<file path="src/verilog/tmc_map.svh">
/*
  Register offsets, field positions, reset values and fixed priorities of the
  traffic manager control register set. Assumes APB byte addressing, 12-bit.
*/
// How it works
// - suspend select bit 2 picks realtime debug suspend, 0 picks ordinary one
// - free-run bit set makes the block ignore emulation suspend requests
// - read-only 12-bit idle vector; bit 11 is AND of bits 10-0
// - software 32-bit timestamp is distributed to every submodule data logger
// - 24-bit read-only hardware timestamp counter sits in status bits 23-0
// - run bit low holds counter at zero; high increments it every clock
// - bits 26-16 force logger hold, bits 10-0 force logger idle, overriding
// - control bits 15-8 give the descriptor info-word source identifier
// - control bit 2 masks the incoming packet DMA TX request and active signals for loopback; RX DMA write requests are not masked
// - bit 1 forces payload endian conversion even when device is not big-endian
// - control bit 0 raises read priority of TX DMA paths with active packets
// - TX DMA read arbitration uses 2-bit priority per queue, 0 at 1-0
// - 2-bit destination port select per TX queue, queue 0 at 17-16
// - TX queue read arbitration uses 2-bit priorities in bits 15-0
// - RX queue writes arbitrate four ports by 2-bit priority, two registers
// - RX writes toward packet DMA use 2-bit priority per queue
// - per-processor 11-bit interrupt status, set and cleared by separate registers
// - processor halt mask over status bits; bit 11 forces halt
// - 64-entry flow table supplies flags, output queue, format, endian, type
// - per-flow 4-bit processor select picks who gets error interrupts
// - input format code decodes into unit, reverse or swap; input endian code passes through unchanged
// - no further interrupt to a processor until acknowledge is written
// - error halt ends once the interrupt source has been cleared
`ifndef TMC_MAP_SVH
`define TMC_MAP_SVH
`define TMC_A_SUSP 12'h010
`define TMC_A_IDLE 12'h014
`define TMC_A_SWTS 12'h018
`define TMC_A_HWTS 12'h01c
`define TMC_A_TSRUN 12'h020
`define TMC_A_LOG 12'h024
`define TMC_A_CTRL 12'h028
`define TMC_A_TXDRP 12'h02c
`define TMC_A_TXQSEL 12'h030
`define TMC_A_RXQLO 12'h034
`define TMC_A_RXQHI 12'h038
`define TMC_A_RXDWP 12'h03c
`define TMC_A_ISTAT 12'h040
`define TMC_A_HMASK 12'h044
`define TMC_CPU_STRIDE 12'h008
`define TMC_A_EOI 12'h060
`define TMC_A_ISET 12'h080
`define TMC_A_ICLR 12'h090
`define TMC_A_TABLE 4'h1
`define TMC_SUSP_SEL 2
`define TMC_SUSP_FREE 0
`define TMC_CTRL_DMA_OFF 2
`define TMC_CTRL_FRC_END 1
`define TMC_CTRL_BOOST 0
`define TMC_FORCE_STOP 11
`define TMC_RST_WORD 32'h0000_0000
`define TMC_BOOST_PRIO 2'h3
`define TMC_EOI_VALUE 8'h00
`endif

</file>
<file path="src/verilog/tmc_pkg.sv">
/*
  Types of the traffic manager control register set.
  Assumes nothing beyond the register map header.
*/
package tmc_pkg;
  typedef struct packed {
    logic [3:0] rsvd_hi;
    logic [3:0] protocol_flags;
    logic [2:0] output_queue_select;
    logic [2:0] format_out;
    logic [1:0] endian_out;
    logic [3:0] cpu_select;
    logic [4:0] pkt_type;
    logic [1:0] rsvd_lo;
    logic [2:0] format_in;
    logic [1:0] endian_in;
  } tmc_flow_t;
  typedef enum logic [1:0] {TMC_U32, TMC_U16, TMC_U8, TMC_UNONE} tmc_unit_t;
endpackage : tmc_pkg

</file>
<file path="src/verilog/tmc_mem_if.sv">
/*
  Port bundle between the register set and its flow table memory.
  Assumes one write port and two registered read ports.
*/
interface tmc_mem_if #(parameter int AW = 6, parameter int DW = 32);
  logic we;
  logic [AW-1:0] waddr;
  logic [DW-1:0] wdata;
  logic [AW-1:0] a_addr;
  logic [DW-1:0] a_data;
  logic [AW-1:0] b_addr;
  logic [DW-1:0] b_data;
  modport ctl (output we, waddr, wdata, a_addr, b_addr, input a_data, b_data);
  modport mem (input we, waddr, wdata, a_addr, b_addr, output a_data, b_data);
endinterface : tmc_mem_if

</file>
<file path="src/verilog/tmc_flow_mem.sv">
/*
  Flow table storage: one write port, two read ports with registered data.
  Assumes one clock; contents are undefined until written.
*/
module tmc_flow_mem #(
  parameter int AW = 6,
  parameter int DW = 32
) (
  input wire logic pclk,
  tmc_mem_if.mem m
);
  logic [DW-1:0] arr [2**AW];

  always_ff @(posedge pclk)
  begin
    if (m.we)
    begin
      arr[m.waddr] <= m.wdata;
    end
    m.a_data <= arr[m.a_addr];
    m.b_data <= arr[m.b_addr];
  end
endmodule : tmc_flow_mem

</file>
<file path="src/verilog/tmc_regs.sv">
/*
  Traffic manager control and status registers with their arbiters,
  interrupt status, halt logic and flow table lookup.
  Assumes an APB master on pclk; suspend requests arrive asynchronously,
  all other inputs come from logic on pclk.
*/
`include "tmc_map.svh"
module tmc_regs #(
  parameter int FLOW_AW = 6
) (
  input wire logic pclk,
  input wire logic presetn,
  input wire logic [11:0] paddr,
  input wire logic psel,
  input wire logic penable,
  input wire logic pwrite,
  input wire logic [31:0] pwdata,
  output logic [31:0] prdata,
  output logic pready,
  output logic pslverr,
  input wire logic debug_suspend_req,
  input wire logic realtime_debug_suspend,
  output logic suspend_out,
  input wire logic [10:0] submodule_idle,
  output logic [31:0] sw_timestamp,
  output logic [23:0] log_time_counter,
  output logic [10:0] logger_hold_state,
  output logic [10:0] logger_idle_state,
  output logic [7:0] descriptor_source_id,
  input wire logic device_big_endian,
  output logic payload_convert_en,
  input wire logic [7:0] dma_tx_req,
  input wire logic [7:0] dma_tx_active,
  output logic [7:0] tx_dma_rd_grant,
  input wire logic [7:0] tx_queue_rd_req,
  output logic [7:0] tx_queue_rd_grant,
  output logic [15:0] tx_queue_port_select,
  input wire logic [31:0] rx_queue_wr_req,
  output logic [31:0] rx_queue_wr_grant,
  input wire logic [7:0] rx_dma_wr_req,
  output logic [7:0] rx_dma_wr_grant,
  input wire logic err_valid,
  input wire logic [10:0] err_submodule,
  input wire logic [FLOW_AW-1:0] err_flow_id,
  output logic [3:0] cpu_irq,
  output logic cpu_halt,
  input wire logic [FLOW_AW-1:0] lookup_flow_id,
  output logic [3:0] protocol_flags,
  output logic [2:0] output_queue_select,
  output logic [2:0] format_out,
  output logic [1:0] endian_out,
  output logic [4:0] pkt_type,
  output logic in_reverse,
  output logic in_swap,
  output logic [1:0] in_unit,
  output logic [1:0] in_endian_word
);
  // ----------------------------------------
  // apb decode
  // ----------------------------------------
  logic pready_r, pslverr_r;
  logic [31:0] prdata_r, rd_val;
  logic [2:0] susp_r;
  logic [31:0] swts_r, log_r, ctrl_r, txdrp_r, txqsel_r, rxqlo_r, rxqhi_r, rxdwp_r;
  logic run_r;
  logic [23:0] ts_r;
  logic [10:0] stat_r [4];
  logic [11:0] hmask_r [4];
  logic [3:0] blk_r, irq_r;
  logic halt_r;

  wire access = psel & penable;
  wire done = access & pready_r;
  wire wr = done & pwrite;
  wire hit_susp = paddr == `TMC_A_SUSP;
  wire hit_idle = paddr == `TMC_A_IDLE;
  wire hit_swts = paddr == `TMC_A_SWTS;
  wire hit_hwts = paddr == `TMC_A_HWTS;
  wire hit_run = paddr == `TMC_A_TSRUN;
  wire hit_log = paddr == `TMC_A_LOG;
  wire hit_ctrl = paddr == `TMC_A_CTRL;
  wire hit_txdrp = paddr == `TMC_A_TXDRP;
  wire hit_txqsel = paddr == `TMC_A_TXQSEL;
  wire hit_rxqlo = paddr == `TMC_A_RXQLO;
  wire hit_rxqhi = paddr == `TMC_A_RXQHI;
  wire hit_rxdwp = paddr == `TMC_A_RXDWP;
  wire hit_eoi = paddr == `TMC_A_EOI;
  wire hit_tab = (paddr[11:8] == `TMC_A_TABLE) && (paddr[1:0] == 2'h0);
  wire eoi_w = wr & hit_eoi & (pwdata[7:0] == `TMC_EOI_VALUE);
  wire [3:0] hit_cpu;
  wire [31:0] rd_cpu [4];
  wire [10:0] set_w [4];
  wire [10:0] clr_w [4];
  wire [3:0] stop_c;

  wire [11:0] idle_vec = {&submodule_idle, submodule_idle};
  wire [31:0] rd_reg =
      ({32{hit_susp}} & {29'h0, susp_r[2], 1'b0, susp_r[0]})
    | ({32{hit_idle}} & {20'h0, idle_vec})
    | ({32{hit_swts}} & swts_r)
    | ({32{hit_hwts}} & {8'h0, ts_r})
    | ({32{hit_run}} & {31'h0, run_r})
    | ({32{hit_log}} & log_r)
    | ({32{hit_ctrl}} & ctrl_r)
    | ({32{hit_txdrp}} & txdrp_r)
    | ({32{hit_txqsel}} & txqsel_r)
    | ({32{hit_rxqlo}} & rxqlo_r)
    | ({32{hit_rxqhi}} & rxqhi_r)
    | ({32{hit_rxdwp}} & rxdwp_r)
    | rd_cpu[0] | rd_cpu[1] | rd_cpu[2] | rd_cpu[3];
  wire mapped = hit_susp | hit_idle | hit_swts | hit_hwts | hit_run | hit_log
    | hit_ctrl | hit_txdrp | hit_txqsel | hit_rxqlo | hit_rxqhi | hit_rxdwp
    | hit_eoi | hit_tab | (|hit_cpu);

  tmc_mem_if #(.AW(FLOW_AW), .DW(32)) mif ();
  tmc_flow_mem #(.AW(FLOW_AW), .DW(32)) u_mem (.pclk(pclk), .m(mif));

  // table reads borrow the lookup port while the bus selects the block
  assign mif.we = wr & hit_tab;
  assign mif.waddr = paddr[FLOW_AW+1:2];
  assign mif.wdata = pwdata;
  assign mif.a_addr = psel ? paddr[FLOW_AW+1:2] : lookup_flow_id;
  assign mif.b_addr = err_flow_id;
  assign rd_val = hit_tab ? mif.a_data : rd_reg;

  // one wait state on every access so the table word is ready
  always_ff @(posedge pclk or negedge presetn)
  begin
    if (!presetn)
    begin
      pready_r <= 1'b0;
      pslverr_r <= 1'b0;
      prdata_r <= `TMC_RST_WORD;
    end
    else
    begin
      pready_r <= access & ~pready_r;
      pslverr_r <= access & ~pready_r & ~mapped;
      if (access && !pready_r && !pwrite)
      begin
        prdata_r <= rd_val;
      end
    end
  end

  // ----------------------------------------
  // control registers
  // ----------------------------------------
  always_ff @(posedge pclk or negedge presetn)
  begin
    if (!presetn)
    begin
      susp_r <= 3'h0;
      swts_r <= `TMC_RST_WORD;
      run_r <= 1'b0;
      log_r <= `TMC_RST_WORD;
      ctrl_r <= `TMC_RST_WORD;
      txdrp_r <= `TMC_RST_WORD;
      txqsel_r <= `TMC_RST_WORD;
      rxqlo_r <= `TMC_RST_WORD;
      rxqhi_r <= `TMC_RST_WORD;
      rxdwp_r <= `TMC_RST_WORD;
    end
    else if (wr)
    begin
      if (hit_susp) susp_r <= {pwdata[`TMC_SUSP_SEL], 1'b0, pwdata[`TMC_SUSP_FREE]};
      if (hit_swts) swts_r <= pwdata;
      if (hit_run) run_r <= pwdata[0];
      if (hit_log) log_r <= {5'h0, pwdata[26:16], 5'h0, pwdata[10:0]};
      if (hit_ctrl) ctrl_r <= {16'h0, pwdata[15:8], 5'h0, pwdata[2:0]};
      if (hit_txdrp) txdrp_r <= {16'h0, pwdata[15:0]};
      if (hit_txqsel) txqsel_r <= pwdata;
      if (hit_rxqlo) rxqlo_r <= pwdata;
      if (hit_rxqhi) rxqhi_r <= pwdata;
      if (hit_rxdwp) rxdwp_r <= {16'h0, pwdata[15:0]};
    end
  end

  // ----------------------------------------
  // suspend and timestamp
  // ----------------------------------------
  logic [1:0] susp_s1_r, susp_s2_r;
  logic suspend_r, conv_r;
  wire susp_pick = susp_r[`TMC_SUSP_SEL] ? susp_s2_r[1] : susp_s2_r[0];

  always_ff @(posedge pclk or negedge presetn)
  begin
    if (!presetn)
    begin
      susp_s1_r <= 2'h0;
      susp_s2_r <= 2'h0;
      suspend_r <= 1'b0;
      ts_r <= 24'h0;
      conv_r <= 1'b0;
    end
    else
    begin
      susp_s1_r <= {realtime_debug_suspend, debug_suspend_req};
      susp_s2_r <= susp_s1_r;
      suspend_r <= susp_pick & ~susp_r[`TMC_SUSP_FREE];
      ts_r <= run_r ? ts_r + 24'h1 : 24'h0;
      conv_r <= device_big_endian | ctrl_r[`TMC_CTRL_FRC_END];
    end
  end

  // ----------------------------------------
  // arbiters
  // ----------------------------------------
  // highest priority wins; equal ones go to the first after the last grant
  function automatic logic [3:0] arb_pick(input logic [7:0] req,
                                          input logic [15:0] pri,
                                          input logic [2:0] ptr);
    logic [1:0] best;
    logic [3:0] res;
    logic [2:0] k;
    best = 2'h0;
    res = 4'h0;
    for (int i = 0; i < 8; i++)
    begin
      if (req[i] && pri[2*i +: 2] > best) best = pri[2*i +: 2];
    end
    for (int i = 8; i >= 1; i--)
    begin
      k = ptr + 3'(i);
      if (req[k] && pri[2*k +: 2] == best) res = {1'b1, k};
    end
    return res;
  endfunction : arb_pick

  wire [7:0] dma_req_m = ctrl_r[`TMC_CTRL_DMA_OFF] ? 8'h0 : dma_tx_req;
  wire [7:0] dma_act_m = ctrl_r[`TMC_CTRL_DMA_OFF] ? 8'h0 : dma_tx_active;
  wire [63:0] rxq_pri = {rxqhi_r, rxqlo_r};
  wire [7:0] arb_req [11];
  wire [15:0] arb_pri [11];
  logic [7:0] gnt_r [11];
  logic [2:0] ptr_r [11];
  wire [15:0] boost_pri;

  genvar g;
  generate
    for (g = 0; g < 8; g++)
    begin : g_boost
      assign boost_pri[2*g +: 2] = (ctrl_r[`TMC_CTRL_BOOST] && dma_act_m[g]) ?
        `TMC_BOOST_PRIO : txdrp_r[2*g +: 2];
      assign arb_req[3+g] = {4'h0, rx_queue_wr_req[4*g +: 4]};
      assign arb_pri[3+g] = {8'h0, rxq_pri[8*g +: 8]};
      assign rx_queue_wr_grant[4*g +: 4] = gnt_r[3+g][3:0];
    end
  endgenerate
  assign arb_req[0] = dma_req_m;
  assign arb_pri[0] = boost_pri;
  assign arb_req[1] = tx_queue_rd_req;
  assign arb_pri[1] = txqsel_r[15:0];
  assign arb_req[2] = rx_dma_wr_req;
  assign arb_pri[2] = rxdwp_r[15:0];

  generate
    for (g = 0; g < 11; g++)
    begin : g_arb
      wire [3:0] pick = arb_pick(arb_req[g], arb_pri[g], ptr_r[g]);
      always_ff @(posedge pclk or negedge presetn)
      begin
        if (!presetn)
        begin
          gnt_r[g] <= 8'h0;
          ptr_r[g] <= 3'h7;
        end
        else
        begin
          gnt_r[g] <= pick[3] ? (8'h1 << pick[2:0]) : 8'h0;
          if (pick[3]) ptr_r[g] <= pick[2:0];
        end
      end
    end
  endgenerate

  // ----------------------------------------
  // interrupt status and halt
  // ----------------------------------------
  logic err_v_r;
  logic [10:0] err_src_r;
  wire [3:0] err_cpu = mif.b_data[15:12];

  generate
    for (g = 0; g < 4; g++)
    begin : g_cpu
      wire hit_st = paddr == 12'(`TMC_A_ISTAT + `TMC_CPU_STRIDE * g);
      wire hit_hm = paddr == 12'(`TMC_A_HMASK + `TMC_CPU_STRIDE * g);
      wire hit_set = paddr == 12'(`TMC_A_ISET + 12'h4 * g);
      wire hit_clr = paddr == 12'(`TMC_A_ICLR + 12'h4 * g);
      wire [10:0] ev = (err_v_r && err_cpu[g]) ? err_src_r : 11'h0;
      assign hit_cpu[g] = hit_st | hit_hm | hit_set | hit_clr;
      assign rd_cpu[g] = ({32{hit_st}} & {21'h0, stat_r[g]})
        | ({32{hit_hm}} & {20'h0, hmask_r[g]});
      assign set_w[g] = (wr && hit_set) ? pwdata[10:0] : 11'h0;
      assign clr_w[g] = (wr && hit_clr) ? pwdata[10:0] : 11'h0;
      assign stop_c[g] = (|(stat_r[g] & hmask_r[g][10:0]))
        | hmask_r[g][`TMC_FORCE_STOP];
      always_ff @(posedge pclk or negedge presetn)
      begin
        if (!presetn)
        begin
          stat_r[g] <= 11'h0;
          hmask_r[g] <= 12'h0;
          blk_r[g] <= 1'b0;
          irq_r[g] <= 1'b0;
        end
        else
        begin
          stat_r[g] <= (stat_r[g] & ~clr_w[g]) | set_w[g] | ev;
          if (wr && hit_hm) hmask_r[g] <= pwdata[11:0];
          // one pulse only: the block flag lands a cycle after the pulse
          irq_r[g] <= (|stat_r[g]) & ~blk_r[g] & ~irq_r[g];
          blk_r[g] <= irq_r[g] | (blk_r[g] & ~eoi_w);
        end
      end
    end
  endgenerate

  always_ff @(posedge pclk or negedge presetn)
  begin
    if (!presetn)
    begin
      err_v_r <= 1'b0;
      err_src_r <= 11'h0;
      halt_r <= 1'b0;
    end
    else
    begin
      err_v_r <= err_valid;
      err_src_r <= err_submodule;
      halt_r <= |stop_c;
    end
  end

  // ----------------------------------------
  // flow lookup
  // ----------------------------------------
  tmc_pkg::tmc_flow_t flow_r;
  logic [1:0] unit_r;
  logic rev_r, swp_r;
  tmc_pkg::tmc_flow_t flow_w;
  assign flow_w = mif.a_data;
  wire [2:0] fin = flow_w.format_in;
  wire [1:0] unit_w = (fin[1:0] == 2'h1) ? tmc_pkg::TMC_U32 :
                      (fin[1:0] == 2'h2) ? tmc_pkg::TMC_U16 :
                      (fin[1:0] == 2'h3) ? tmc_pkg::TMC_U8 : tmc_pkg::TMC_UNONE;

  always_ff @(posedge pclk or negedge presetn)
  begin
    if (!presetn)
    begin
      flow_r <= '0;
      unit_r <= 2'h0;
      rev_r <= 1'b0;
      swp_r <= 1'b0;
    end
    else
    begin
      flow_r <= flow_w;
      unit_r <= unit_w;
      rev_r <= ~fin[2] & (fin[1:0] != 2'h0);
      swp_r <= fin[2] & (fin[1:0] != 2'h0);
    end
  end

  // ----------------------------------------
  // outputs
  // ----------------------------------------
  assign prdata = prdata_r;
  assign pready = pready_r;
  assign pslverr = pslverr_r;
  assign suspend_out = suspend_r;
  assign sw_timestamp = swts_r;
  assign log_time_counter = ts_r;
  assign logger_hold_state = log_r[26:16];
  assign logger_idle_state = log_r[10:0];
  assign descriptor_source_id = ctrl_r[15:8];
  assign payload_convert_en = conv_r;
  assign tx_dma_rd_grant = gnt_r[0];
  assign tx_queue_rd_grant = gnt_r[1];
  assign rx_dma_wr_grant = gnt_r[2];
  assign tx_queue_port_select = txqsel_r[31:16];
  assign cpu_irq = irq_r;
  assign cpu_halt = halt_r;
  assign protocol_flags = flow_r.protocol_flags;
  assign output_queue_select = flow_r.output_queue_select;
  assign format_out = flow_r.format_out;
  assign endian_out = flow_r.endian_out;
  assign pkt_type = flow_r.pkt_type;
  assign in_reverse = rev_r;
  assign in_swap = swp_r;
  assign in_unit = unit_r;
  assign in_endian_word = flow_r.endian_in;
endmodule : tmc_regs

</file>
<file path="config.mk">
export PLATFORM = sky130hd
export DESIGN_NAME = tmc_regs
export DESIGN_NICKNAME = d
export VERILOG_FILES = /design/src/verilog/tmc_pkg.sv /design/src/verilog/tmc_mem_if.sv /design/src/verilog/tmc_flow_mem.sv /design/src/verilog/tmc_regs.sv
export VERILOG_INCLUDE_DIRS = /design/src /design/src/verilog
export SDC_FILE = /design/constraint.sdc
export NUM_CORES = 2
export LEC_CHECK = 0
export ABC_AREA = 1
export BUFFER_PORTS_ARGS = -buffer_cell sky130_fd_sc_hd__buf_2
export CORE_ASPECT_RATIO = 2
export CORE_MARGIN = 3
export CORE_UTILIZATION = 35
export CTS_CLUSTER_SIZE = 16
export DETAILED_ROUTE_END_ITERATION = 7
export PLACE_DENSITY = 0.56
export SLEW_MARGIN = 15
export SYNTH_ARGS = -nofsm -noshare
export SYNTH_HDL_FRONTEND = slang
export SYNTH_SLANG_ARGS = --single-unit
export TNS_END_PERCENT = 30
</file>
<file path="constraint.sdc">
create_clock -name pclk -period 16.1 [get_ports pclk]
set_input_delay 0.805 -clock pclk [delete_from_list [all_inputs] [get_ports pclk]]
set_output_delay 0.805 -clock pclk [all_outputs]
set_load 0.005 [all_outputs]
</file>
==> impl_results.md <==
* DIE AREA at 339600 sq um
* Cell count after synthesis at 11303
* Least-Margin Pin Slew at 1.207 ns
* GRT Total Usage at 0.2590
* Post-synth ARST share at 0.1888
* Top-count cell post-synth: o21ai_0
* DRC viols at 0
* Post-CTS Setup Inserts at 0
* Crit end category: register
* Ys Warns at 0
* Status: finished clean
* Commonest cells post-synth: 2072 x o21ai_0, 2048 x edfxtp_1, 1644 x nor2_1
* Area grow syn2layout at 12.49%
* Num CTS Buffers at 221
* Post-synth EDFFs at 2048
* Grt ovf at 0
* Peak Freq at 107.0 MHz
* Final-report setup violation count at 0
* Slew margin rel. at 0.1748
* Setup TNS at 0 ns
* Yosys top cell by area: edfxtp_1
* Cell Area, Placed at 123500 sq um
* Routed vias at 90564
* CTS tree: done
* Pins Over Slew Limit at 0
* Power Dens Cells at 137.2 nW/um^2
* Placeable Area at 330000 sq um
* #FFs+latches synth at 2569
* H-tree depth at 4
* Arrival time worst endpoint at 10.10 ns
* Via density at 5.649
* Design area at 130800 sq um
* CP dominant cell by count: nand2_1
* DR pass1 iterations at 6
* Total Wirelength at 454900 microns
* Layout Skew at 0.06223 ns
* Initial antenna violation count at 48
* Global placer's final weighted congestion at 0.9800
* Max-cap viol count at 0
* Sink Count at 2569
* Starting DRC count in detailed routing at 8856
* Hpwl dp at 300600 microns
* Unrepaired setup endpoints after global routing: no
* Unique masters post-synth at 69
* Clock root cell: clkbuf_16
* Tmin final at 9.350 ns
* Share of layout cells above drive strength 1 at 0.1022
* Worst min-delay path category: input port to register
* Gates resized, CTS repair at 0
* CTS Hold Bufs at 4
* Part of the cycle the worst path needs at 0.5807
* Die Y at 821.1 microns
* Routed wire per std cell at 28.37 microns
* Mapped Area at 116300 sq um
* Static leakage at 47.63 nW
* Crit path largest cell delay at 0.44 ns
* Core Rows at 298
* Top_reg_cell synth: edfxtp_1
* Startpoint Class: register
* Sequential area share after synthesis at 0.6399
* Synth top area share at 0.5289
* Largest net degree at the start of global routing at 174
* Antenna Nets Post-Route at 0
* Global-route wire length before repair at 637300 microns
* # nets final at 11715
* Max clock buf depth at 4
* Top-level I/O count at 373
* CP Max Fanout at 11
* Main area contributors after synthesis: edfxtp_1 53%, dfrtp_1 9.7%, o21ai_0 8.9%
* I/O Buffers at 372
* Final hold violations at 0
* Worst setup path class: register to register
* CP max stage cell: dfrtp_1
* Maximum vdd ir drop at 84.53 uV
* Req. time, crit path at 16.85 ns
* Post-synth net total at 11566
* Clk pin slew, worst setup/hold paths at 0.07 ns
* Initial Util at 0.3523
* Die W at 413.6 microns
* Worst skew pair latency at 0.93 ns
* Vias in the first global route at 88160
* Syn avg cell area at 10.29 sq um
## state kept, by name, indices dropped and copies added (netlist names), 5 cells and up
name	cells
ctrl_r	11
ptr_r	33
rx_queue_wr_grant	32
u_mem.arr	2048
hmask_r	48
rx_dma_wr_grant	8
log_r	22
rxdwp_r	16
txdrp_r	16
sw_timestamp	32
rxqlo_r	32
tx_queue_rd_grant	8
stat_r	44
pkt_type	5
u_mem.m.a_data	32
tx_dma_rd_grant	8
txqsel_r	32
err_src_r	11
log_time_counter	24
rxqhi_r	32
prdata	32
## power by group
part,total [mW],switching [mW],internal [mW]
Combinational,4.87,3.39,1.48
Clock,5.45,2.51,2.94
Sequential,7.62,0.258,7.36
Total,17.9,6.16,11.8
## metrics by stage
step / hold WS [ns] / setup slack (ns) / power, mW / utilization / std cells
floorplan: 0.3291 / 7.928 / 11.01 / - / 11303
global placement: 0.3500 / 6.583 / 12.62 / 0.3743 / 15573
detailed placement: 0.3516 / 6.553 / 12.63 / 0.3743 / 15573
CTS: 0.002370 / 6.690 / 18.02 / 0.3958 / 15970
global route: 0.04026 / 5.828 / 18.84 / 0.3962 / 16012
finish: 0.05573 / 6.750 / 17.94 / 0.3963 / 16031
## area by class of cell
type / instances / area [sq um]
Antenna cell: 59 / 147.6
Clock buffer: 277 / 5914
Clock inverter: 116 / 1159
Fill cell: 32235 / 199200
Inverter: 758 / 2882
Multi-Input combinational cell: 7285 / 37000
Sequential cell: 2569 / 74400
Tap cell: 4350 / 5443
Timing Repair Buffer: 617 / 3846
## worst paths after layout
| check | start | to | slack, ns | cells past startpoint |
|---|---|---|---|---|
| worst max-delay path | ctrl_r[2] | tx_dma_rd_grant[6] | 6.75 | 63 |
| worst min-delay path | debug_suspend_req | susp_s1_r[0] | 0.06 | 1 |
| worst max register to register | ctrl_r[2] | tx_dma_rd_grant[6] | 6.75 | 63 |
| worst min register to register | susp_s1_r[0] | susp_s2_r[0] | 0.36 | 0 |
| max in group asynchronous | presetn | susp_s1_r[0] | 12.24 | 6 |
| min in group asynchronous | presetn | rxqhi_r[23] | 0.48 | 2 |
## worst max-delay path: cells and delay by family (launching register included)
| family | cells | cell delay (ns) |
|---|---|---|
| AND/OR/NAND/NOR | 43 | 4.75 |
| adder cells (fa/ha/maj) | 7 | 1.89 |
| AO/OA/AOI/OAI | 6 | 1.23 |
| buffers and inverters | 6 | 0.71 |
| flip-flops | 1 | 0.44 |
| XOR/XNOR | 1 | 0.14 |
## placed cells by master, fill, tap and decap left out, types with 151 or more instances in the layout
cell       count
dfrtp_1      452
nor2_1      1573
buf_4        231
edfxtp_1    2048
clkbuf_16    224
o21ai_0     2070
nand3_1      282
a21oi_1      153
o211ai_1     151
buf_2        371
nand2_1     1611
inv_1        716
o22ai_1      540
## routing by layer
metal / GRT usage / share of wire / wire length, microns / up-vias
met4: 0.1953 / 0.088 / 39930 / 14
li1: - / - / - / 40408
met3: 0.03699 / 0.061 / 27740 / 1266
met1: 0.2667 / 0.33 / 151700 / 45103
met5: 0 / 0.00025 / 115 / -
met2: 0.4695 / 0.52 / 235400 / 3773
## cells by family (layout without fill, tap and decap cells)
family / after synthesis / after routing / share of synthesized area
AND/OR/NAND/NOR: 3767 / 3767 / 0.1308
AO/OA/AOI/OAI: 3295 / 3295 / 0.1611
flip-flops: 2569 / 2569 / 0.6399
buffers and inverters: 1449 / 1768 / 0.04736
adder cells (fa/ha/maj): 112 / 112 / 0.01205
XOR/XNOR: 78 / 78 / 0.006005
multiplexers: 33 / 33 / 0.002841
other: 0 / 59 / 0
No activity file was read; power rests on OpenSTA's default activity.
